==> config.mk <==
export PLATFORM = sky130hd
export DESIGN_NAME = dfc_top
export DESIGN_NICKNAME = d
export VERILOG_FILES = /design/src/hw/dfc_scrub_walker.v /design/src/hw/dfc_top.v
export VERILOG_INCLUDE_DIRS = /design/src /design/src/hw
export SDC_FILE = /design/constraint.sdc
export NUM_CORES = 1
export LEC_CHECK = 0
export ABC_CLOCK_PERIOD_IN_PS = 2000
export BUFFER_PORTS_ARGS = -buffer_cell sky130_fd_sc_hd__buf_2
export CAP_MARGIN = 20
export CORE_MARGIN = 10
export CORE_UTILIZATION = 41
export CTS_CLUSTER_SIZE = 24
export DETAILED_ROUTE_END_ITERATION = 10
export MAX_ROUTING_LAYER = met4
export PLACE_DENSITY = 0.82
export SLEW_MARGIN = 20
export SYNTH_ARGS = -nofsm -noshare
export SYNTH_HDL_FRONTEND = slang
export SYNTH_HIERARCHICAL = 1
export SYNTH_SLANG_ARGS = --single-unit
==> constraint.sdc <==
create_clock -name pclk -period 2 [get_ports pclk]
set_input_delay 0.1 -clock pclk [delete_from_list [all_inputs] [get_ports pclk]]
set_output_delay 0.1 -clock pclk [all_outputs]
set_load 0.05 [all_outputs]
==> src/hw/dfc_defs.vh <==
// Constants for the distributor function-control register bank.
// Assumes an APB slave with 32-bit data and one word per register.
//
// Function
// RL1: Width bit zero means sixteen-bit identifier
// RL2: Width field returns build-time width parameter
// RL3: Both fields zero without direct injection
// RL4: Direct injection support bit gates capability
// RL5: Function control acts on local chip only
// RL6: Serialize remote shared-irq writes before response
// RL7: Only edge interrupts; else store, respond
// RL8: Limit zero means token maximum, else cap
// RL9: Limit above token maximum acts as zero
// RL10: Error access field applied to faulty SPIs
// RL11: Secure-only fields ignore non-secure accesses
// RL12: Scrub bit shows running; write starts/aborts
// RL13: Scrub walks every local RAM
// RL14: Scrub bit clears itself when finished
// RL15: Read-only and reserved writes ignored, read zero
`ifndef DFC_DEFS_VH
`define DFC_DEFS_VH

// Register byte offsets
`define DFC_OFS_WIDTH_INFO 12'h00C
`define DFC_OFS_FUNC_CTL 12'h020
`define DFC_ADDR_W 12

// Capability register fields
`define DFC_IND_BIT 7
`define DFC_FIELD_HI 4
`define DFC_FIELD_LO 0
`define DFC_WIDTH_16 5'h0F

// Function control fields
`define DFC_SER_BIT 26
`define DFC_LIM_HI 23
`define DFC_LIM_LO 20
`define DFC_ACC_HI 17
`define DFC_ACC_LO 16
`define DFC_SCRUB_BIT 0

// Reset values
`define DFC_SER_RST 1'h0
`define DFC_LIM_RST 4'h0
`define DFC_ACC_RST 2'h0
`define DFC_LIM_ZERO 4'h0

// APB protection bit carrying non-secure
`define DFC_PROT_NS 1

`endif

==> src/hw/dfc_scrub_walker.v <==
// Scrub sequencer: walks every word of every local RAM once.
// Assumes each RAM answers one scrub request per acknowledge pulse.
`include "dfc_defs.vh"

module dfc_scrub_walker #(
  parameter NUM_RAMS = 4,
  parameter RAM_SEL_W = 2,
  parameter ADDR_W = 10,
  parameter [ADDR_W-1:0] LAST_ADDR = 10'h3FF
) (
  input wire pclk,
  input wire presetn,
  input wire start,
  input wire abort,
  input wire scrub_ack,
  output reg scrub_req,
  output reg [RAM_SEL_W-1:0] scrub_ram,
  output reg [ADDR_W-1:0] scrub_addr,
  output reg done
);

  // Index of the last RAM, cut to the select width on purpose
  localparam integer LAST_RAM_I = NUM_RAMS - 1;
  localparam [RAM_SEL_W-1:0] LAST_RAM = LAST_RAM_I[RAM_SEL_W-1:0];

  // Walk RAM by RAM, word by word; abort stops without done
  always @(posedge pclk or negedge presetn) begin
    if (!presetn) begin
      scrub_req <= 1'b0;
      scrub_ram <= {RAM_SEL_W{1'b0}};
      scrub_addr <= {ADDR_W{1'b0}};
      done <= 1'b0;
    end else begin
      done <= 1'b0;
      if (abort) begin
        // Drop the walk at once
        scrub_req <= 1'b0;
      end else if (start && !scrub_req) begin
        // Begin at the first word of the first RAM
        scrub_req <= 1'b1;
        scrub_ram <= {RAM_SEL_W{1'b0}};
        scrub_addr <= {ADDR_W{1'b0}};
      end else if (scrub_req && scrub_ack) begin
        if (scrub_addr == LAST_ADDR) begin
          scrub_addr <= {ADDR_W{1'b0}};
          if (scrub_ram == LAST_RAM) begin
            // Every RAM covered
            scrub_req <= 1'b0; // RL13
            done <= 1'b1;
          end else begin
            scrub_ram <= scrub_ram + 1'b1; // RL13
          end
        end else begin
          scrub_addr <= scrub_addr + 1'b1;
        end
      end
    end
  end

endmodule

==> src/hw/dfc_top.v <==
// Capability and function-control registers of the local distributor,
// with the scrub sequencer, shared-irq write serialization and the
// cross-chip LPI limit decode.
// Assumes an APB master on pclk and same-clock request logic.
// The remote forward path and the RAMs run on the same clock, so no
// input here is synchronised; a pin from another domain would need two
// flops in front of it.
//
// Added by the designer: the APB register port and the register addresses.
`include "dfc_defs.vh"

module dfc_top #(
  parameter DIRECT_INJECTION = 1,
  parameter [4:0] VPE_WIDTH = 5'h0F,
  parameter TOKEN_W = 4,
  parameter [TOKEN_W-1:0] TOKEN_MAX = 4'h8,
  parameter NUM_RAMS = 4,
  parameter RAM_SEL_W = 2,
  parameter RAM_ADDR_W = 10,
  parameter [RAM_ADDR_W-1:0] RAM_LAST_ADDR = 10'h3FF
) (
  input wire pclk,
  input wire presetn,
  // APB slave
  input wire psel,
  input wire penable,
  input wire pwrite,
  input wire [`DFC_ADDR_W-1:0] paddr,
  input wire [31:0] pwdata,
  input wire [2:0] pprot,
  output reg [31:0] prdata,
  output reg pready,
  output reg pslverr,
  // Remote set/clear shared-irq write from the distributor
  input wire spi_req_valid,
  input wire spi_req_edge,
  input wire spi_req_remote,
  output reg spi_req_ready,
  output reg spi_resp_valid,
  // Forwarding toward the remote chip
  output reg spi_fwd_valid,
  input wire spi_fwd_ack,
  // Effective settings for the rest of the distributor
  output reg [TOKEN_W-1:0] cc_lpi_limit,
  output reg [1:0] err_spi_access,
  // RAM scrub port
  output reg scrub_req,
  output reg [RAM_SEL_W-1:0] scrub_ram,
  output reg [RAM_ADDR_W-1:0] scrub_addr,
  input wire scrub_ack
);

  // Forwarding states
  // Idle takes requests; hold withholds the response; post only forwards
  localparam [1:0] ST_IDLE = 2'b00;
  localparam [1:0] ST_HOLD = 2'b01;
  localparam [1:0] ST_POST = 2'b10;

  // Capability word: both fields vanish without direct injection
  // The indicator is low only for a sixteen-bit identifier, which the
  // width field encodes as fifteen; wider field values are reserved.
  function [31:0] dfc_width_word;
    input direct_injection_support;
    input [4:0] width;
    begin
      dfc_width_word = 32'h00000000; // RL15
      if (direct_injection_support) begin // RL4 RL3
        dfc_width_word[`DFC_FIELD_HI:`DFC_FIELD_LO] = width; // RL2
        dfc_width_word[`DFC_IND_BIT] = (width != `DFC_WIDTH_16); // RL1
      end
    end
  endfunction

  // Limit decode: zero or above the maximum selects the maximum
  // A cap above the token maximum is treated like zero, so the rest of
  // the distributor never sees a limit that it cannot honour.
  function [TOKEN_W-1:0] dfc_limit;
    input [3:0] field;
    input [TOKEN_W-1:0] tmax;
    begin
      if (field == `DFC_LIM_ZERO) begin
        dfc_limit = tmax; // RL8
      end else if ({{TOKEN_W{1'b0}}, field} > {4'h0, tmax}) begin
        dfc_limit = tmax; // RL9
      end else begin
        dfc_limit = field[TOKEN_W-1:0]; // RL8
      end
    end
  endfunction

  // Control state of the function control register
  // Only the scrub bit is open to non-secure software
  reg ser_en; // Serialize remote shared-irq writes
  reg [3:0] lim_field; // Cross-chip LPI limit as written
  reg [1:0] acc_field; // Access control for faulty SPIs
  reg scrub_on; // Scrub running
  // Forwarding state
  reg [1:0] fwd_state;
  // Scrub walker handshake
  // Start and abort are one-cycle pulses toward the walker
  reg walk_start;
  reg walk_abort;
  wire walk_req;
  wire [RAM_SEL_W-1:0] walk_ram;
  wire [RAM_ADDR_W-1:0] walk_addr;
  wire walk_done;

  // Bus decode
  // A write takes effect only at the edge where pready is sampled high,
  // so the setup and first access cycles never change a register.
  // The security state comes from the protection bits of each transfer.
  wire bus_access = psel && penable;
  wire bus_commit = bus_access && pready;
  wire is_ns = pprot[`DFC_PROT_NS];
  wire hit_info = (paddr == `DFC_OFS_WIDTH_INFO);
  wire hit_ctl = (paddr == `DFC_OFS_FUNC_CTL);
  wire hit_any = hit_info || hit_ctl;
  wire ctl_write = bus_commit && pwrite && hit_ctl;
  wire sec_write = ctl_write && !is_ns;
  wire wr_scrub = pwdata[`DFC_SCRUB_BIT];

  // Read word of the function control register
  // Reserved bits stay zero whatever was last written to them
  reg [31:0] ctl_word;
  always @* begin
    ctl_word = 32'h00000000; // RL15
    if (!is_ns) begin
      // Secure-only fields read as zero for non-secure accesses
      ctl_word[`DFC_SER_BIT] = ser_en; // RL11
      ctl_word[`DFC_LIM_HI:`DFC_LIM_LO] = lim_field; // RL11
      ctl_word[`DFC_ACC_HI:`DFC_ACC_LO] = acc_field; // RL11
    end
    ctl_word[`DFC_SCRUB_BIT] = scrub_on; // RL12
  end

  // APB answer: registered ready one cycle into the access phase
  // Read data and the error flag are loaded in the first access cycle,
  // while address and direction are steady, and stand with pready in
  // the second; every transfer therefore has exactly one wait state.
  always @(posedge pclk or negedge presetn) begin
    if (!presetn) begin
      pready <= 1'b0;
      pslverr <= 1'b0;
      prdata <= 32'h00000000;
    end else begin
      pready <= bus_access && !pready;
      if (bus_access && !pready) begin
        // Unmapped addresses answer with error and zero data
        pslverr <= !hit_any;
        if (pwrite) begin
          prdata <= 32'h00000000;
        end else if (hit_info) begin
          prdata <= dfc_width_word(DIRECT_INJECTION != 0, VPE_WIDTH);
        end else if (hit_ctl) begin
          prdata <= ctl_word;
        end else begin
          prdata <= 32'h00000000;
        end
      end else begin
        pslverr <= 1'b0;
      end
    end
  end

  // Secure-only control fields; writes to the capability word drop
  // Non-secure writes reach only the scrub bit; the capability word
  // has no storage, so a write to it has nothing to land in.
  always @(posedge pclk or negedge presetn) begin
    if (!presetn) begin
      ser_en <= `DFC_SER_RST; // RL6
      lim_field <= `DFC_LIM_RST;
      acc_field <= `DFC_ACC_RST; // RL10
    end else if (sec_write) begin // RL11
      ser_en <= pwdata[`DFC_SER_BIT];
      lim_field <= pwdata[`DFC_LIM_HI:`DFC_LIM_LO];
      acc_field <= pwdata[`DFC_ACC_HI:`DFC_ACC_LO];
    end
  end

  // Scrub bit: start or abort by software, cleared on completion
  // A start while a scrub runs is ignored; writing zero aborts it. The
  // walker lags the bit by one cycle, so the bit is the software view.
  always @(posedge pclk or negedge presetn) begin
    if (!presetn) begin
      scrub_on <= 1'b0;
      walk_start <= 1'b0;
      walk_abort <= 1'b0;
    end else begin
      walk_start <= 1'b0;
      walk_abort <= 1'b0;
      if (ctl_write && wr_scrub && (!scrub_on || walk_done)) begin
        // Start wins over a completion in the same cycle, so a start
        // written just as a scrub ends is not lost
        scrub_on <= 1'b1; // RL12
        walk_start <= 1'b1;
      end else if (ctl_write && !wr_scrub && scrub_on) begin
        // Abort a running scrub
        scrub_on <= 1'b0; // RL12
        walk_abort <= 1'b1;
      end else if (walk_done) begin
        scrub_on <= 1'b0; // RL14
      end
    end
  end

  // Scrub sequencer over all local RAMs
  dfc_scrub_walker #(
    .NUM_RAMS(NUM_RAMS),
    .RAM_SEL_W(RAM_SEL_W),
    .ADDR_W(RAM_ADDR_W),
    .LAST_ADDR(RAM_LAST_ADDR)
  ) u_walker (
    .pclk(pclk),
    .presetn(presetn),
    .start(walk_start),
    .abort(walk_abort),
    .scrub_ack(scrub_ack),
    .scrub_req(walk_req),
    .scrub_ram(walk_ram),
    .scrub_addr(walk_addr),
    .done(walk_done)
  );

  // Scrub port passes straight through, unregistered; ack is qualified by the walker
  // The walker's own flops drive these pins; a second stage here would
  // put the request a cycle behind the acknowledge it is paired with.
  always @* begin
    scrub_req = walk_req;
    scrub_ram = walk_ram;
    scrub_addr = walk_addr;
  end

  // Settings handed to the rest of the local distributor only
  // The limit is decoded once here, so consumers never see a raw zero
  // or an out-of-range cap; both settings follow a write by one cycle.
  always @(posedge pclk or negedge presetn) begin
    if (!presetn) begin
      cc_lpi_limit <= TOKEN_MAX;
      err_spi_access <= `DFC_ACC_RST;
    end else begin
      // No path carries these settings to other chips
      cc_lpi_limit <= dfc_limit(lim_field, TOKEN_MAX); // RL5 RL8 RL9
      err_spi_access <= acc_field; // RL10
    end
  end

  // Remote shared-irq writes: hold the response only when
  // serializing an edge interrupt toward a remote chip
  // Level-type requests are never held back by the serialize control.
  // One request is in flight at a time: ready stays low from the take
  // until the forward is acknowledged and the machine is idle again.
  always @(posedge pclk or negedge presetn) begin
    if (!presetn) begin
      fwd_state <= ST_IDLE;
      spi_req_ready <= 1'b0;
      spi_resp_valid <= 1'b0;
      spi_fwd_valid <= 1'b0;
    end else begin
      spi_resp_valid <= 1'b0;
      case (fwd_state)
        ST_IDLE: begin
          spi_req_ready <= 1'b1;
          if (spi_req_valid && spi_req_ready) begin
            spi_req_ready <= 1'b0;
            if (!spi_req_remote) begin
              // Local target: answer at once
              spi_resp_valid <= 1'b1;
            end else if (ser_en && spi_req_edge) begin
              // Hold response until the remote chip has it
              spi_fwd_valid <= 1'b1; // RL6
              fwd_state <= ST_HOLD;
            end else begin
              // Store locally, answer now, forward later
              spi_resp_valid <= 1'b1; // RL7
              spi_fwd_valid <= 1'b1; // RL7
              fwd_state <= ST_POST;
            end
          end
        end
        // Waiting for the remote chip before the response goes out
        ST_HOLD: begin
          spi_req_ready <= 1'b0;
          if (spi_fwd_ack) begin
            spi_fwd_valid <= 1'b0;
            spi_resp_valid <= 1'b1; // RL6
            fwd_state <= ST_IDLE;
          end
        end
        // Response already given; only the forward is outstanding
        ST_POST: begin
          spi_req_ready <= 1'b0;
          if (spi_fwd_ack) begin
            spi_fwd_valid <= 1'b0;
            fwd_state <= ST_IDLE;
          end
        end
        default: begin
          spi_req_ready <= 1'b0;
          spi_fwd_valid <= 1'b0;
          fwd_state <= ST_IDLE;
        end
      endcase
    end
  end

endmodule

==> results.txt <==
The critical path goes through ha_1, and3_1, nand3_4, or4_4, o22ai_1. The number of flops mapped to enable cells by yosys works out to 0. The post-route core utilization came out at 0.518.

The synthesized-area fraction occupied by ao, oa, aoi and oai cells is 0.0774. For this run, the top clock speed supported by timing is 0.591 GHz. In the routed design, unresolved DRC markers number 0.

At the worst endpoint, the required time is 2.22 ns. The logs give 1.91 ns for the endpoint arrival time on the critical path and 46 for the number of clock sinks. Setup repair after global routing left no endpoint under its margin. The effective utilization at floorplan is 0.432, and the later-pin clock latency in the skew report is 0.30 ns.

TritonCTS built the clock tree. The worst setup path is captured at a register. After detailed routing, the met2 layer carries 2460 µm of wire. The total area inside the core boundary comes to 5200 µm². Gates resized during post-CTS repair numbered 0. The number of nets in the layout is 333.

The number of global-route vias before repair was 1773; the first-pass detailed-route iteration total was 4. Broken down by cell family, the worst path's largest delay share belongs to simple AND/OR/NAND/NOR gates. The number of placed instances, taps included, is 333.

The number of vias in the routed layout was 1668. The floorplan step defined a die boundary enclosing 8840 µm². The number of register bits inferred by synthesis is 46, and the sum of buffers and inverters on the critical path is 0. For this design the top-level I/O count stands at 113.

The number of cells in the finished layout apart from fillers is 343, and the total inserted antenna cells is 0. The run finished with clean final reports. The clock-pin slew reported for the worst setup and hold paths after clock tree synthesis was 0.08 ns. The run gives 1.40 nW as the leakage power of the design. The fraction of synthesized cell area in xor and xnor cells was 0.0195; the total power per unit cell area was 937 nW/µm². The simple-gate share of the synthesized area is 0.214, and the quantity of I/O buffers inserted on ports is 65. The clock passes through at most 2 buffers. Dividing the detail-routed via count by the number of cells gives 4.86. After detailed routing, the wire length on met1 is 2110 µm. Summing all placed instances gives a cell area of 2570 µm². The run gives 1150 µm² as the footprint of the flip-flops and latches.

Sorting the synthesized cells by area gives the leading types as dfrtp_1, buf_4, mux2_2. The largest individual stage delay along the critical path comes from the cell or4_4. The final weighted congestion in routability-driven placement was 0.803; the total chip power was 2.53 mW. The average instance in the mapped netlist occupies 11.2 µm². Entering global routing, the biggest net connects 27 pins. The run gives 4110 µm as the HPWL reported at the end of detailed placement. For the final database, setup skew stands at 0.00786 ns.

The relative area change from synthesis to final layout is 20.0%. The tree is rooted in a clkbuf_8. Max-cap violations in this run came to 0.

The number of distinct library cells after synthesis was 47; the post-synthesis adder-cell area fraction was 0.0223. Timing analysis after detailed placement gives a worst setup slack of 0.256 ns. The period utilization was 0.847. The worst slew margin relative to its limit is 0.557, and the number of hold violations in the final report is 0.

With fillers left out, the area of the finished cells amounts to 2700 µm². The tools report the initial antenna violation count as 0. The H-tree level count came out at 2. Synthesis produced 201 cells.

The number of pins exceeding their max-slew limit in the final report was 0. The tightest min-delay check is of the in2reg type. Critical path class: reg2reg. For the post-synthesis instance area, the log shows 2250 µm². During synthesis, Yosys emitted a total of 6 warnings. The die outline width works out to 94.0 µm. Summed over all instances, the cell type with the most area after synthesis is dfrtp_1. For the pin with the worst max-slew slack, the measured transition is 0.646 ns. The average wire per standard cell is 14.9 µm, and the share of cells above drive strength 1 is 0.355. The DRC marker count from the first detailed-route iteration is 47, and the total detailed-routing wirelength is 5120 µm. The first global-routing pass estimated 8400 µm of wire. The logs give 952 µm² for the total area of multi-input combinational cells and 26 for the cell row count. Once detail routing completed, the nets flagged for antenna violations numbered 0.

The highest layer used for signal routing is met4. Fraction of registers with async set or reset after synthesis: 1.00. The number of setup buffers added after CTS is 0.

The count of filler cells inserted in the layout came out at 492. Clock tree synthesis inserted a total of 5 buffers. Along the worst path, the maximum fanout reaches 6. The most frequent cell after synthesis was dfrtp_1.

After synthesis, the largest family of logic cells by area is simple AND/OR/NAND/NOR gates. The top flip-flop cell by instance count after synthesis is dfrtp_1. The global routing usage summed across all routing layers is 0.121, and the maximum vdd drop is 547 µV. The setup-violating endpoint count in the final report is 0. The total overflow left after global routing is 0.

For the final routed database, the setup TNS stands at 0 ns. Subtracting the final worst setup slack from the clock period gives 1.69 ns. The proportion of synthesized area in mux cells came out at 0.0557. The tools report the met3 routed wirelength as 487 µm. The sort of element at the start of the critical path is a register. For the worst-case hold slack, the log shows 0.0187 ns. Portion of the post-synthesis area used by sequential elements: 0.513. In this design, the stage delay of the slowest critical-path cell is 0.50 ns. The y dimension of the die was 94.0 µm; the final worst slack was 0.307 ns.

Sorting the synthesized cells by how often they occur yields dfrtp_1, buf_4, nor2_1. The area share of the largest cell type after synthesis was 0.501.
-- per-layer routing --
metal,vias to the layer above,global-route usage
li1,810,-
met1,789,0.138
met2,61,0.188
met3,8,0.0520
met4,0,0.0418
met5,-,-
-- worst paths after layout --
| kind | startpoint | end | slack (ns) | depth (start not counted) |
|---|---|---|---|---|
| min in group asynchronous | presetn | lim_field[3]$_DFFE_PN0P_ | 0.33 | 2 |
| min reg2reg | acc_field[0]$_DFFE_PN0P_ | err_spi_access[0]$_DFF_PN0_ | 0.42 | 0 |
| min | spi_fwd_ack | spi_resp_valid$_DFF_PN0_ | 0.02 | 3 |
| max | u_walker/scrub_addr[0]$_DFFE_PN0P_ | u_walker/scrub_ram[1]$_DFFE_PN0P_ | 0.31 | 5 |
| max in group asynchronous | presetn | walk_abort$_DFF_PN0_ | 1.03 | 3 |
| max reg2reg | u_walker/scrub_addr[0]$_DFFE_PN0P_ | u_walker/scrub_ram[1]$_DFFE_PN0P_ | 0.31 | 5 |
-- cells by family after synthesis --
logic type	after synthesis
other cells	1
fa+ha+maj	4
flops	46
compound gates	26
buf+inv	33
mux	11
xor+xnor	5
simple gates	75
-- layout make-up --
type,instances,area share
flip-flops and latches,46,0.427
multi-input cells,142,0.353
repair buffers,70,0.136
well taps,70,0.0325
clock buffers,6,0.0269
clock inverters,2,0.0139
inverters,7,0.00974
-- flip-flops by register name (all words and copies together), names as in the netlist --
register and flops:
scrub_on 1, cc_lpi_limit 4, ser_en 1, walk_abort 1
u_walker/scrub_addr 10, acc_field 2, spi_req_ready 1, pready 1
u_walker/scrub_req 1, spi_resp_valid 1, spi_fwd_valid 1, lim_field 4
u_walker/done 1, err_spi_access 2, walk_start 1, prdata 9
pslverr 1, u_walker/scrub_ram 2, fwd_state 2
-- tightest hold or removal path, stage by stage --
cell	delay, ns
buf_2	0.09
nand2_1	0.04
nand2_1	0.05
-- power breakdown --
group	switching (mW)	leakage, nW	internal [mW]	total, mW
Combinational	0.544	0.732	0.188	0.732
Sequential	0.0892	0.616	1.02	1.11
Clock	0.315	0.0514	0.373	0.688
-- repair_timing --
item | in CTS | in global routing
hold buffers | 2 | 0
hold endpoints to repair | 24 | 0
setup endpoints to repair | 0 | 0
-- placed cells by master (no fill, tap or decap), drive strengths merged, types with 6 or more instances in the layout --
cell type   n
conb       21
inv         7
nor3        8
nor2       12
a22o        8
mux2        9
clkbuf      6
o21ai       7
nand3       8
nand2      11
buf        68
dfrtp      45
nor2b       6
Power figures use the tool's default switching activity.
